$ cat src/verilog/mcu_core_pkg.sv
// Shared constants and carrier types for the option latch and instruction sequencer.
// Assumes one oscillator clock; the program memory and datapath sit on the same clock.
package mcu_core_pkg;
    // Configuration word layout
    localparam int OSC_TYPE_BIT = 12;
    localparam int WDT_DIS_BIT  = 11;
    localparam int CYCLE_BIT    = 10;
    localparam int PROTECT_BIT  = 9;
    localparam int XFREQ_BIT    = 8;
    localparam int RCSRC_BIT    = 7;
    localparam int DRIVE_BIT    = 6;
    localparam logic [12:0] CFG_USED_MASK = 13'h1FC0;
    localparam logic [12:0] CFG_RESET     = 13'h1FC0;   // Erased-state option image
    localparam logic [12:0] UID_RESET     = 13'h1FFF;   // Arbitrary value
    // Instruction word fields
    localparam int TOP_BIT    = 12;
    localparam int SUB_BIT    = 11;
    localparam int BOP_MSB    = 10;
    localparam int BOP_LSB    = 9;
    localparam int OPN_MSB    = 11;
    localparam int OPN_LSB    = 8;
    localparam int MISC_MSB   = 10;
    localparam int MISC_LSB   = 6;
    localparam int SKIP_BIT   = 7;
    localparam int DEST_BIT   = 6;
    localparam int REG_MSB    = 5;
    localparam int REG_LSB    = 0;
    localparam int BIT_MSB    = 8;
    localparam int BIT_LSB    = 6;
    localparam int K8_MSB     = 7;
    localparam int K10_MSB    = 9;
    localparam logic [1:0]  BOP_CLR  = 2'h0;
    localparam logic [1:0]  BOP_SET  = 2'h1;
    localparam logic [1:0]  BOP_TST0 = 2'h2;
    localparam logic [3:0]  OPN_DJZ  = 4'h5;
    localparam logic [3:0]  OPN_JZ   = 4'h7;
    localparam logic [3:0]  OPN_RETL = 4'hC;
    localparam logic [4:0]  MISC_SEL = 5'h00;
    localparam logic [12:0] OP_SLEEP = 13'h0003;
    localparam logic [12:0] OP_WDTC  = 13'h0004;
    localparam logic [12:0] OP_RET   = 13'h0012;
    localparam logic [12:0] OP_RETI  = 13'h0013;
    localparam logic [12:0] OP_INT   = 13'h1E01;
    localparam logic [5:0]  PC_REG_ADDR = 6'h02;
    // Oscillator periods per instruction cycle, as last phase index
    localparam logic [1:0]  PH_LAST_TWO  = 2'h1;
    localparam logic [1:0]  PH_LAST_FOUR = 2'h3;
    // Wishbone register map (byte addresses)
    localparam logic [7:0]  ADR_CTRL   = 8'h00;
    localparam logic [7:0]  ADR_STATUS = 8'h04;
    localparam logic [7:0]  ADR_CONFIG = 8'h08;
    localparam logic [7:0]  ADR_USERID = 8'h0C;
    localparam int CTRL_PROG_BIT = 0;
    localparam int CTRL_WAKE_BIT = 1;
    localparam int ST_WDT_BIT    = 7;
    localparam int ST_SLEEP_BIT  = 8;
    localparam int ST_HALT_BIT   = 9;
    localparam int ST_LOAD_BIT   = 10;

    typedef enum logic [2:0] {
        CL_MISC, CL_BYTE, CL_BITCLR, CL_BITSET, CL_BITTST0, CL_BITTST1, CL_JUMP, CL_LIT
    } instr_class_t;

    typedef struct packed {
        logic osc_xtal;
        logic wdt_disable_n;
        logic cycle_four;
        logic code_protect_n;
        logic xtal_high;
        logic rc_external;
        logic drive_high;
    } opt_t;

    typedef struct packed {
        instr_class_t cls;
        logic [5:0]   reg_addr;
        logic [2:0]   bit_num;
        logic [9:0]   literal;
        logic         writes_reg;
        logic         skip_op;
        logic         pc_flow;
    } dec_t;
endpackage

$ cat src/verilog/cycle_div.sv
// Oscillator-period divider: counts 2 or 4 periods and flags the last one.
// Assumes clr and four come from logic on the same clock.
module cycle_div (
    input  wire logic mclk,
    input  wire logic sys_rst,
    input  wire logic ce,
    input  wire logic clr,
    input  wire logic four,
    output logic      last
);
    typedef struct packed {
        logic [1:0] phase;
    } div_state_t;

    div_state_t st;
    div_state_t next_st;

    // Last phase depends on the selected cycle length
    assign last = (st.phase == (four ? mcu_core_pkg::PH_LAST_FOUR : mcu_core_pkg::PH_LAST_TWO));

    // Restart on clear so an instruction cycle always begins at phase zero
    always_comb begin
        next_st = st;
        if (clr || last) begin
            next_st.phase = 2'h0;
        end else begin
            next_st.phase = 2'(st.phase + 2'h1);
        end
    end

    always_ff @(posedge mclk) begin
        if (sys_rst) begin
            st <= '0;
        end else if (ce) begin
            st <= next_st;
        end
    end
endmodule

$ cat src/verilog/code_option_and_instr_timing.sv
// Option latch, instruction decoder and instruction-cycle sequencer of the core.
// Assumes the program memory offers words with valid/ready on mclk, and the datapath
// returns the skip test result on skip_true during the first cycle of a skip instruction.
//
// Summary of operation
// - Option bit 12 picks oscillator family: 0 RC, 1 crystal.
// - Option bit 11 low enables the watchdog, high disables it.
// - Option bit 10 sets instruction cycle: two or four oscillator periods.
// - Option bit 9 low turns program memory read protection on.
// - Option bit 8 picks crystal range, only effective in crystal mode.
// - Option bit 7 picks internal-capacitor or fully external RC network.
// - Option bit 6 picks low or high oscillator drive power.
// - Low six option bits carry no function and are ignored.
// - Option and ID words sit outside program memory, unreachable while running.
// - A separate 13-bit user ID word holds a user code.
// - Every instruction is one 13-bit word: opcode plus operand fields.
// - One cycle per instruction; register writes to the PC take two.
// - Jumps, calls, returns and successful skips take two cycles.
// - Timer clock is oscillator divided by four in four-period mode, else two.
// - Any bit of any register can be set, cleared or tested.
// - Port registers serve as operands like general registers.
// - Register field gives the address of the register used.
// - Bit field gives the bit number within the selected register.
// - Literals are 8-bit, or 10-bit in jump and call.
// - Sleep opcode clears watchdog, stops oscillator, updates timeout and power-down flags.
module code_option_and_instr_timing (
    input  wire logic                mclk,
    input  wire logic                sys_rst,
    input  wire logic                clk_en,
    input  wire logic                wb_cyc,
    input  wire logic                wb_stb,
    input  wire logic                wb_we,
    input  wire logic [7:0]          wb_adr,
    input  wire logic [31:0]         wb_dat_i,
    input  wire logic [3:0]          wb_sel,
    output logic      [31:0]         wb_dat_o,
    output logic                     wb_ack,
    input  wire logic [12:0]         instr_word,
    input  wire logic                instr_valid,
    output logic                     instr_ready,
    input  wire logic                skip_true,
    input  wire logic                wake_req,
    output logic                     dec_valid,
    output mcu_core_pkg::dec_t       dec,
    output logic                     extra_cycle,
    output logic                     wdt_enable,
    output logic                     wdt_clear,
    output logic                     osc_stop,
    output logic                     flags_wr,
    output logic                     flag_timeout,
    output logic                     flag_powerdown,
    output logic                     timer_tick,
    output mcu_core_pkg::opt_t       osc_opts,
    output logic                     xtal_high_eff,
    output logic                     read_protect
);
    typedef enum logic [2:0] {
        ST_LOAD, ST_FETCH, ST_EXEC, ST_EXTRA, ST_SLEEP, ST_HALT
    } fsm_t;

    typedef struct packed {
        fsm_t                fsm;
        mcu_core_pkg::opt_t  opt;
        logic                loaded;
        logic                prog_mode;
        logic [12:0]         cfg;
        logic [12:0]         uid;
        mcu_core_pkg::dec_t  dec;
        logic                dec_valid;
        logic                two_fixed;
        logic                is_sleep;
        logic                ready;
        logic                extra;
        logic                wdt_en;
        logic                wdt_clear;
        logic                flags_wr;
        logic                flag_to;
        logic                flag_pd;
        logic                osc_stop;
        logic                tick;
        logic                xtal_eff;
        logic                protect;
        logic                ack;
        logic [31:0]         rdata;
    } state_t;

    state_t st;
    state_t next_st;
    logic   exec_last;
    logic   tmr_last;
    logic   accept;
    logic   wb_req;
    logic   wb_rd_ok;

    // Split the 13-bit word into class and operand fields
    function automatic mcu_core_pkg::dec_t decode(input logic [12:0] w);
        mcu_core_pkg::dec_t d;
        d = '0;
        d.reg_addr = w[mcu_core_pkg::REG_MSB:mcu_core_pkg::REG_LSB];
        d.bit_num  = w[mcu_core_pkg::BIT_MSB:mcu_core_pkg::BIT_LSB];
        if (w[mcu_core_pkg::TOP_BIT]) begin
            if (!w[mcu_core_pkg::SUB_BIT]) begin
                d.cls     = mcu_core_pkg::CL_JUMP;
                d.literal = w[mcu_core_pkg::K10_MSB:0];
                d.pc_flow = 1'b1;
            end else begin
                d.cls     = mcu_core_pkg::CL_LIT;
                d.literal = {2'h0, w[mcu_core_pkg::K8_MSB:0]};
                d.pc_flow = (w[mcu_core_pkg::OPN_MSB:mcu_core_pkg::OPN_LSB] == mcu_core_pkg::OPN_RETL)
                            || (w == mcu_core_pkg::OP_INT);
            end
        end else if (w[mcu_core_pkg::SUB_BIT]) begin
            // Single-bit set, clear and test on any register
            case (w[mcu_core_pkg::BOP_MSB:mcu_core_pkg::BOP_LSB])
                mcu_core_pkg::BOP_CLR: begin
                    d.cls        = mcu_core_pkg::CL_BITCLR;
                    d.writes_reg = 1'b1;
                end
                mcu_core_pkg::BOP_SET: begin
                    d.cls        = mcu_core_pkg::CL_BITSET;
                    d.writes_reg = 1'b1;
                end
                mcu_core_pkg::BOP_TST0: begin
                    d.cls     = mcu_core_pkg::CL_BITTST0;
                    d.skip_op = 1'b1;
                end
                default: begin
                    d.cls     = mcu_core_pkg::CL_BITTST1;
                    d.skip_op = 1'b1;
                end
            endcase
        end else if (w[mcu_core_pkg::MISC_MSB:mcu_core_pkg::MISC_LSB] == mcu_core_pkg::MISC_SEL) begin
            d.cls     = mcu_core_pkg::CL_MISC;
            d.pc_flow = (w == mcu_core_pkg::OP_RET) || (w == mcu_core_pkg::OP_RETI);
        end else begin
            // Byte ops: destination bit says whether the register is written
            d.cls        = mcu_core_pkg::CL_BYTE;
            d.writes_reg = w[mcu_core_pkg::DEST_BIT];
            d.skip_op    = w[mcu_core_pkg::SKIP_BIT]
                           && ((w[mcu_core_pkg::OPN_MSB:mcu_core_pkg::OPN_LSB] == mcu_core_pkg::OPN_DJZ)
                           || (w[mcu_core_pkg::OPN_MSB:mcu_core_pkg::OPN_LSB] == mcu_core_pkg::OPN_JZ));
        end
        return d;
    endfunction

    // Two cycles whenever the program counter changes, independent of skip outcome
    function automatic logic fixed_two(input mcu_core_pkg::dec_t d);
        return d.pc_flow || (d.writes_reg && (d.reg_addr == mcu_core_pkg::PC_REG_ADDR));
    endfunction

    // Byte-lane merge for the 13-bit option and ID words
    function automatic logic [12:0] merge13(input logic [12:0] old, input logic [31:0] wd,
                                            input logic [3:0] sel);
        logic [12:0] r;
        r = old;
        if (sel[0]) begin
            r[7:0] = wd[7:0];
        end
        if (sel[1]) begin
            r[12:8] = wd[12:8];
        end
        return r;
    endfunction

    // Unpack the used option bits; the low six bits never reach any logic
    function automatic mcu_core_pkg::opt_t unpack_opt(input logic [12:0] c);
        mcu_core_pkg::opt_t o;
        o.osc_xtal       = c[mcu_core_pkg::OSC_TYPE_BIT];
        o.wdt_disable_n  = c[mcu_core_pkg::WDT_DIS_BIT];
        o.cycle_four     = c[mcu_core_pkg::CYCLE_BIT];
        o.code_protect_n = c[mcu_core_pkg::PROTECT_BIT];
        o.xtal_high      = c[mcu_core_pkg::XFREQ_BIT];
        o.rc_external    = c[mcu_core_pkg::RCSRC_BIT];
        o.drive_high     = c[mcu_core_pkg::DRIVE_BIT];
        return o;
    endfunction

    // Instruction-cycle phase counter, restarted on every accepted word
    cycle_div u_exec_div (
        .mclk    (mclk),
        .sys_rst (sys_rst),
        .ce      (clk_en),
        .clr     (accept),
        .four    (st.opt.cycle_four),
        .last    (exec_last)
    );

    // Free-running timer prescaler, frozen while the oscillator is stopped
    cycle_div u_tmr_div (
        .mclk    (mclk),
        .sys_rst (sys_rst),
        .ce      (clk_en && !st.osc_stop),
        .clr     (1'b0),
        .four    (st.opt.cycle_four),
        .last    (tmr_last)
    );

    assign accept   = (st.fsm == ST_FETCH) && st.ready && instr_valid && !st.prog_mode;
    assign wb_req   = wb_cyc && wb_stb && !st.ack;
    // Option and ID words are reachable only once execution has halted
    assign wb_rd_ok = (st.fsm == ST_HALT);

    always_comb begin
        next_st           = st;
        next_st.dec_valid = 1'b0;
        next_st.wdt_clear = 1'b0;
        next_st.flags_wr  = 1'b0;
        next_st.ack       = wb_req;
        next_st.tick      = tmr_last && !st.osc_stop;

        // Sequencer
        case (st.fsm)
            ST_LOAD: begin
                // Options captured once after reset, then held until the next reset
                next_st.opt      = unpack_opt(st.cfg);
                next_st.wdt_en   = !st.cfg[mcu_core_pkg::WDT_DIS_BIT];
                next_st.xtal_eff = st.cfg[mcu_core_pkg::OSC_TYPE_BIT]
                                   && st.cfg[mcu_core_pkg::XFREQ_BIT];
                next_st.protect  = !st.cfg[mcu_core_pkg::PROTECT_BIT];
                next_st.loaded   = 1'b1;
                next_st.fsm      = st.prog_mode ? ST_HALT : ST_FETCH;
            end
            ST_FETCH: begin
                if (st.prog_mode) begin
                    next_st.fsm = ST_HALT;
                end else if (accept) begin
                    next_st.dec       = decode(instr_word);
                    next_st.dec_valid = 1'b1;
                    next_st.two_fixed = fixed_two(decode(instr_word));
                    next_st.is_sleep  = (instr_word == mcu_core_pkg::OP_SLEEP);
                    next_st.fsm       = ST_EXEC;
                    if (instr_word == mcu_core_pkg::OP_SLEEP) begin
                        next_st.wdt_clear = 1'b1;
                        next_st.flags_wr  = 1'b1;
                        next_st.flag_to   = 1'b1;
                        next_st.flag_pd   = 1'b0;
                    end else if (instr_word == mcu_core_pkg::OP_WDTC) begin
                        next_st.wdt_clear = 1'b1;
                        next_st.flags_wr  = 1'b1;
                        next_st.flag_to   = 1'b1;
                        next_st.flag_pd   = 1'b1;
                    end
                end
            end
            ST_EXEC: begin
                if (exec_last) begin
                    if (st.two_fixed || (st.dec.skip_op && skip_true)) begin
                        next_st.fsm   = ST_EXTRA;
                        next_st.extra = 1'b1;
                    end else if (st.is_sleep) begin
                        next_st.fsm      = ST_SLEEP;
                        next_st.osc_stop = 1'b1;
                    end else begin
                        next_st.fsm = ST_FETCH;
                    end
                end
            end
            ST_EXTRA: begin
                if (exec_last) begin
                    next_st.fsm   = ST_FETCH;
                    next_st.extra = 1'b0;
                end
            end
            ST_SLEEP: begin
                // Wake by request or by software through the control register
                if (wake_req || (wb_req && wb_we && (wb_adr == mcu_core_pkg::ADR_CTRL)
                    && wb_sel[0] && wb_dat_i[mcu_core_pkg::CTRL_WAKE_BIT])) begin
                    next_st.fsm      = ST_FETCH;
                    next_st.osc_stop = 1'b0;
                end
            end
            ST_HALT: begin
                if (!st.prog_mode) begin
                    next_st.fsm = ST_FETCH;
                end
            end
            default: begin
                next_st.fsm = ST_LOAD;
            end
        endcase

        // Wishbone slave: one access per request, answered in the next cycle
        if (wb_req && wb_we) begin
            case (wb_adr)
                mcu_core_pkg::ADR_CTRL: begin
                    if (wb_sel[0]) begin
                        next_st.prog_mode = wb_dat_i[mcu_core_pkg::CTRL_PROG_BIT];
                    end
                end
                mcu_core_pkg::ADR_CONFIG: begin
                    if (wb_rd_ok) begin
                        next_st.cfg = merge13(st.cfg, wb_dat_i, wb_sel) & mcu_core_pkg::CFG_USED_MASK;
                    end
                end
                mcu_core_pkg::ADR_USERID: begin
                    if (wb_rd_ok) begin
                        next_st.uid = merge13(st.uid, wb_dat_i, wb_sel);
                    end
                end
                default: begin
                end
            endcase
        end
        next_st.rdata = 32'h0000_0000;
        if (wb_req && !wb_we) begin
            case (wb_adr)
                mcu_core_pkg::ADR_CTRL: begin
                    next_st.rdata[mcu_core_pkg::CTRL_PROG_BIT] = st.prog_mode;
                end
                mcu_core_pkg::ADR_STATUS: begin
                    next_st.rdata[6:0]                        = st.opt;
                    next_st.rdata[mcu_core_pkg::ST_WDT_BIT]   = st.wdt_en;
                    next_st.rdata[mcu_core_pkg::ST_SLEEP_BIT] = (st.fsm == ST_SLEEP);
                    next_st.rdata[mcu_core_pkg::ST_HALT_BIT]  = (st.fsm == ST_HALT);
                    next_st.rdata[mcu_core_pkg::ST_LOAD_BIT]  = st.loaded;
                end
                mcu_core_pkg::ADR_CONFIG: begin
                    next_st.rdata[12:0] = wb_rd_ok ? st.cfg : 13'h0000;
                end
                mcu_core_pkg::ADR_USERID: begin
                    next_st.rdata[12:0] = wb_rd_ok ? st.uid : 13'h0000;
                end
                default: begin
                end
            endcase
        end
        next_st.ready = (next_st.fsm == ST_FETCH) && !next_st.prog_mode;
    end

    // Option image and ID survive only as long as this register file; reset restores defaults
    always_ff @(posedge mclk) begin
        if (sys_rst) begin
            st     <= '0;
            st.fsm <= ST_LOAD;
            st.cfg <= mcu_core_pkg::CFG_RESET;
            st.uid <= mcu_core_pkg::UID_RESET;
        end else if (clk_en) begin
            st <= next_st;
        end
    end

    // Every output is a field of the registered state
    assign wb_dat_o       = st.rdata;
    assign wb_ack         = st.ack;
    assign instr_ready    = st.ready;
    assign dec_valid      = st.dec_valid;
    assign dec            = st.dec;
    assign extra_cycle    = st.extra;
    assign wdt_enable     = st.wdt_en;
    assign wdt_clear      = st.wdt_clear;
    assign osc_stop       = st.osc_stop;
    assign flags_wr       = st.flags_wr;
    assign flag_timeout   = st.flag_to;
    assign flag_powerdown = st.flag_pd;
    assign timer_tick     = st.tick;
    assign osc_opts       = st.opt;
    assign xtal_high_eff  = st.xtal_eff;
    assign read_protect   = st.protect;
endmodule

$ cat config.mk
export PLATFORM = sky130hd
export DESIGN_NAME = code_option_and_instr_timing
export DESIGN_NICKNAME = d
export VERILOG_FILES = /design/src/verilog/mcu_core_pkg.sv /design/src/verilog/cycle_div.sv /design/src/verilog/code_option_and_instr_timing.sv
export SDC_FILE = /design/constraint.sdc
export NUM_CORES = 1
export LEC_CHECK = 0
export ABC_AREA = 1
export BUFFER_PORTS_ARGS = -buffer_cell sky130_fd_sc_hd__clkbuf_2
export CAP_MARGIN = 20
export CORE_MARGIN = 5
export CORE_UTILIZATION = 40
export DETAILED_ROUTE_END_ITERATION = 7
export PLACE_DENSITY_LB_ADDON = 0.1
export SLEW_MARGIN = 30
export SYNTH_ARGS = -nofsm -noshare
export SYNTH_HDL_FRONTEND = slang
export SYNTH_HIERARCHICAL = 1
export SYNTH_SLANG_ARGS = --single-unit
export TNS_END_PERCENT = 50
$ cat constraint.sdc
create_clock -name mclk -period 1.3 [get_ports mclk]
set_input_delay 0.065 -clock mclk [delete_from_list [all_inputs] [get_ports mclk]]
set_output_delay 0.065 -clock mclk [all_outputs]
set_load 0.03 [all_outputs]
### Yosys cells after proc, flatten, opt, wreduce, memory -nomap -nowiden

Cells that the tools add are included.

* add/sub/neg operators: 2
* eq/ne operators: 28
* mux-type cells: 69
* bitwise logic cells: 1
* reduce and logical (&&, ||, !) cells: 48

Operators by type and width (count)
* 13-bit 2-to-1 mux: 7
* 3-bit 2-to-1 mux: 14
* 10-bit case mux with 3 select lines: 1
* 5-bit AND reduction: 6
* 27-bit 2-to-1 mux: 1
* 13-bit by 5-bit equality test with 1-bit output (second input constant): 2
* 1-bit 2-to-1 mux: 20
* 10-bit 2-to-1 mux: 2
* 4-bit 2-to-1 mux: 5
* 2-bit 2-to-1 mux: 9
* 3-bit case mux with 6 select lines: 1
* 1-bit logical AND: 17
* 8-bit by 4-bit equality test with 1-bit output (second input constant): 2
* 8-bit 2-to-1 mux: 2
* 13-bit equality test (second input constant): 1
* 13-bit by 2-bit equality test with 1-bit output (second input constant): 1
* 13-bit by 3-bit equality test with 1-bit output (second input constant): 1
* 5-bit 2-to-1 mux: 2
* 3-bit case mux with 3 select lines: 1
* 4-bit by 3-bit equality test with 1-bit output (second input constant): 2
* 8-bit by 3-bit equality test with 1-bit output (second input constant): 1
* 8-bit logical NOT: 1
* 2-bit inequality test (second input constant): 4
* 1-bit logical NOT: 7
* 23 further kinds: 38

* register bits: 89
* input port bits: 66
* output and inout port bits: 77
* logic and storage cells: 187

### Logic depth before layout (Yosys ltp)

* depth after elaboration: 14
* mapped depth: 10
* depth with buffers taken out: 10

### By module

Netlist, hierarchy kept.

By module, submodules not included
* code_option_and_instr_timing: times used 1, cells each 583, area an instance 4204.0 um^2, seq. area each 1681.6 um^2
* cycle_div: times used 2, cells each 18, area an instance 110.1 um^2, seq. area each 40.0 um^2

### Worst setup path after synthesis

Ideal clock, no wire load.

* path type: register to register
* start: register st (netlist bit instr_ready)
* end: register st (netlist bit flag_powerdown)
* setup time: 0.067 ns
* arrival: 1.451 ns
* required time: 1.233 ns
* slack: -0.219 ns
* cell stages (with the launch flop): 9
* path buffers: 1
* clock period less this slack: 1.519 ns
* cell sequence: dfxtp_1 nand3_1 nor2_4 nand2_2 buf_6 or2_1 clkinv_1 nand2_1 a21oi_2

* cells in the longest elaborated chain, start to end: 4

Ends and longest elaborated chain
* start: declaration: RTL line code_option_and_instr_timing.sv:87 `state_t st;`
* start signal: assignment: RTL line code_option_and_instr_timing.sv:338 `st <= next_st;`
* 1-bit logical AND (3 in a row): RTL line code_option_and_instr_timing.sv:198 `assign accept = (st.fsm == ST_FETCH) && st.ready && instr_valid && !st.prog_mode;`
* named net accept: RTL line code_option_and_instr_timing.sv:91 `logic accept;`
* 5-bit AND reduction (no source line)

The timed path passes the listed nets, and every way through them passes these cells.
A chain may end at the register's enable or synchronous reset.

### Final worst setup path

* start: register st (netlist bit wb_ack)
* end: register st[84] in the netlist's numbering

* cells in the longest elaborated chain, start to end: 4

Ends and longest elaborated chain
* 1-bit logical NOT: RTL line code_option_and_instr_timing.sv:199 `assign wb_req = wb_cyc && wb_stb && !st.ack;`
* 1-bit logical AND: RTL line code_option_and_instr_timing.sv:199
* 1-bit logical AND: RTL line code_option_and_instr_timing.sv:283 `if (wb_req && wb_we) begin`
* 5-bit AND reduction (no source line)

Every way passes these cells.

==> results.toml <==
[timing]
fin_skew_ps = 15.6
rsz0062_at_grt = "true"
period_minus_slack_ps = 1430
timing.fmax_mhz = 700
setup_violations = 36
hold-worst-slack_ps = 28.3
fin_crit_sh_pct = 110
worst_slack_ps = -128
drv_slew = 0
hold_violations = 0

[clock_tree]
clock-root-buffer = "clkbuf_8"
htree_levels = 3
cts.sinks = 88
cts_tree = "yes"
clkTransAtPathRegs_ps = 90
numCtsBuffers = 9
clock_latency_ps = 370
clockBufferDepth = 2

[drt]
drt_iter0_drc = 228
routed_wl_mm = 12.9
firstDrtPassIters = 4
post_drt_wl_per_cell_um = 14.4
drc = 0
vias_per_cell = 4.84
vias = 4333
drtAntennaViolNets = 0

[floorplan]
start_util_pct = 40.8
num_rows = 38
dieArea_mm2 = 0.0133
coreArea_mm2 = 0.0108
die_y_um = 115
ios = 143
die_w_um = 115

[worst_setup_path]
r2r_start = "wb_ack$_SDFFE_PP0P_"
rr_endpoint = "st[84]$_SDFFE_PP1P_"
reg2reg_slack_ps = -130
crit_type = "reg2reg"
worstSetupStartpointType = "flip-flop"
crit_path_end = "st[84]$_SDFFE_PP1P_"
worst_ep_arrival_time_ps = 1680
worst_setup_path_end_kind = "flip-flop"
worst_r2r_path_depth = 7
startpoint = "wb_ack$_SDFFE_PP0P_"
path_max_fanout = 7
critPathRequiredTime_ps = 1550

[logic_synthesis]
ys_ff_latch = 88
ys_seq_area_share_pct = 39.8
syn-instance-count = 619
yosys_warnings = 6
syn_area_per_cell_um2 = 7.15
synth_top_area_share_pct = 39.8
synth_top_area_cell = "dfxtp_1"
synth_area_leaders = "dfxtp_1, nand2_1, buf_4"
synth_cell_types = 36
syn-cell-area_mm2 = 0.00442

[global_routing]
antenna_found_initial = 0
overflow = 0
track_usage_pct = 19.0
grt_max_degree = 31
grt_pass1_wl_mm = 20.0
grt_pass1_vias = 4097

[finish]
final_common_cell = "nand2_1"
drive_above_1_share_pct = 36.2
syn2layout_area_growth_pct = 32.3
diodes = 0
fin_cells = 896
nNetsFinal = 817
layout_common_cells = "nand2_1, clkbuf_2, dfxtp_1"
nFillCells = 1087

[placed_design]
portBuffers = 102
pre_cts_ws_ps = -198
dp.cells = 851
gp_congestion = 0.865
hpwlAfterDp_mm = 9.32

[power]
finalPower_w = 0.00571
power_density_mw_per_mm2 = 976
ir_drop_uv = 466
leakagePower_nw = 2.63

[worst_hold_path]
min_path_type = "in2reg"

[run]
max-cap-violations = 0

[status]
violations = "negative setup slack"
outcome = "complete, but fails checks"
through the flow:
step | cell area (µm²) | utilization, % | TNS, ps
5_1_grt | 5850 | 54.0 | -7750
6_report | 5850 | 54.0 | -2410
3_5_place_dp | 5060 | 46.6 | -5340
3_3_place_gp | 5060 | 46.6 | -4500
4_1_cts | 5590 | 51.6 | -1240
2_1_floorplan | 4510 | - | -184
synthesized netlist by cell type, drive strengths merged:
library cell	number
nand2	159
dfxtp	88
buf	75
nand3	72
a21oi	65
inv	51
nor2	44
o21ai	22
clkbuf	11
nor3	8
nand4	7
a211oi	5
o211ai	3
clkinv	2
o21a	2
a31oi	1
conb	1
o211a	1
o22ai	1
or2	1
per-layer routing:
| metal | GRT usage [%] | vias up | share of wire [%] |
|---|---|---|---|
| met2 | 30.3 | 113 | 47 |
| li1 | - | 2192 | - |
| met4 | 5.16 | 0 | 1.0 |
| met1 | 26.0 | 2016 | 46 |
| met5 | 0 | - | 0 |
| met3 | 4.42 | 12 | 5.9 |
repair_timing:
item | CTS | global route
pin swaps | 10 | 16
resized for setup | 29 | 60
hold buffers | 19 | 0
gates cloned | 0 | 2
endpoints found under the hold margin | 29 | 0
buffers inserted | 4 | 4
endpoints found under the setup margin | 64 | 77
worst min-delay path by stage:
stage | startpoint | to | slack, ps | depth (start not counted)
2_1_floorplan | sys_rst | u_exec_div/st[0]$_SDFFE_PP0P_ | 140 | 1
3_3_place_gp | wb_dat_i[5] | st[77]$_SDFFE_PP1P_ | 260 | 3
3_5_place_dp | wb_dat_i[5] | st[77]$_SDFFE_PP1P_ | 270 | 3
4_1_cts | instr_word[9] | dec[12]$_SDFFE_PP0P_ | 4 | 3
5_1_grt | instr_word[9] | dec[12]$_SDFFE_PP0P_ | 10 | 3
6_report | instr_word[9] | dec[12]$_SDFFE_PP0P_ | 30 | 3
registers in the layout, indices dropped and copies added, names as in the netlist:
register	count
dec	25
dec_valid	1
extra_cycle	1
flag_powerdown	1
flag_timeout	1
instr_ready	1
osc_opts	7
osc_stop	1
read_protect	1
st	27
timer_tick	1
u_exec_div/st	2
u_tmr_div/st	2
wb_ack	1
wb_dat_o	13
wdt_clear	1
wdt_enable	1
xtal_high_eff	1
area by class of cell:
class | instances | area [µm²] | area share, %
multi-input cells | 412 | 2170 | 37.1
flip-flops and latches | 88 | 1780 | 30.4
repair buffers | 187 | 1280 | 21.8
inverters | 53 | 231 | 3.95
well taps | 140 | 175 | 2.99
clock buffers | 13 | 170 | 2.91
clock inverters | 3 | 47.5 | 0.812
cells by family (layout without fill, tap and decap cells):
kind of cell	Yosys count	count (layout)	share of synthesized area, %
and+or+nand+nor	291	292	29.6
buffers and inverters	139	256	18.2
AOI/OAI and AO/OA	100	100	12.3
DFF	88	88	39.8
other	1	20	0.0848
worst max-delay path, stage by stage, from the launching register on:
cell,delay [ps]
dfxtp_4,350
inv_2,50
nand4_1,200
buf_4,230
nor2_4,150
nand3_4,130
inv_6,110
o211ai_1,80
where the power goes:
group / total (W) / internal [W] / switching, W
logic: 0.000851 / 0.000309 / 0.000542
clock network: 0.00207 / 0.00107 / 0.000998
registers: 0.00280 / 0.00275 / 0.0000459
(Power assumes the default switching activity.)
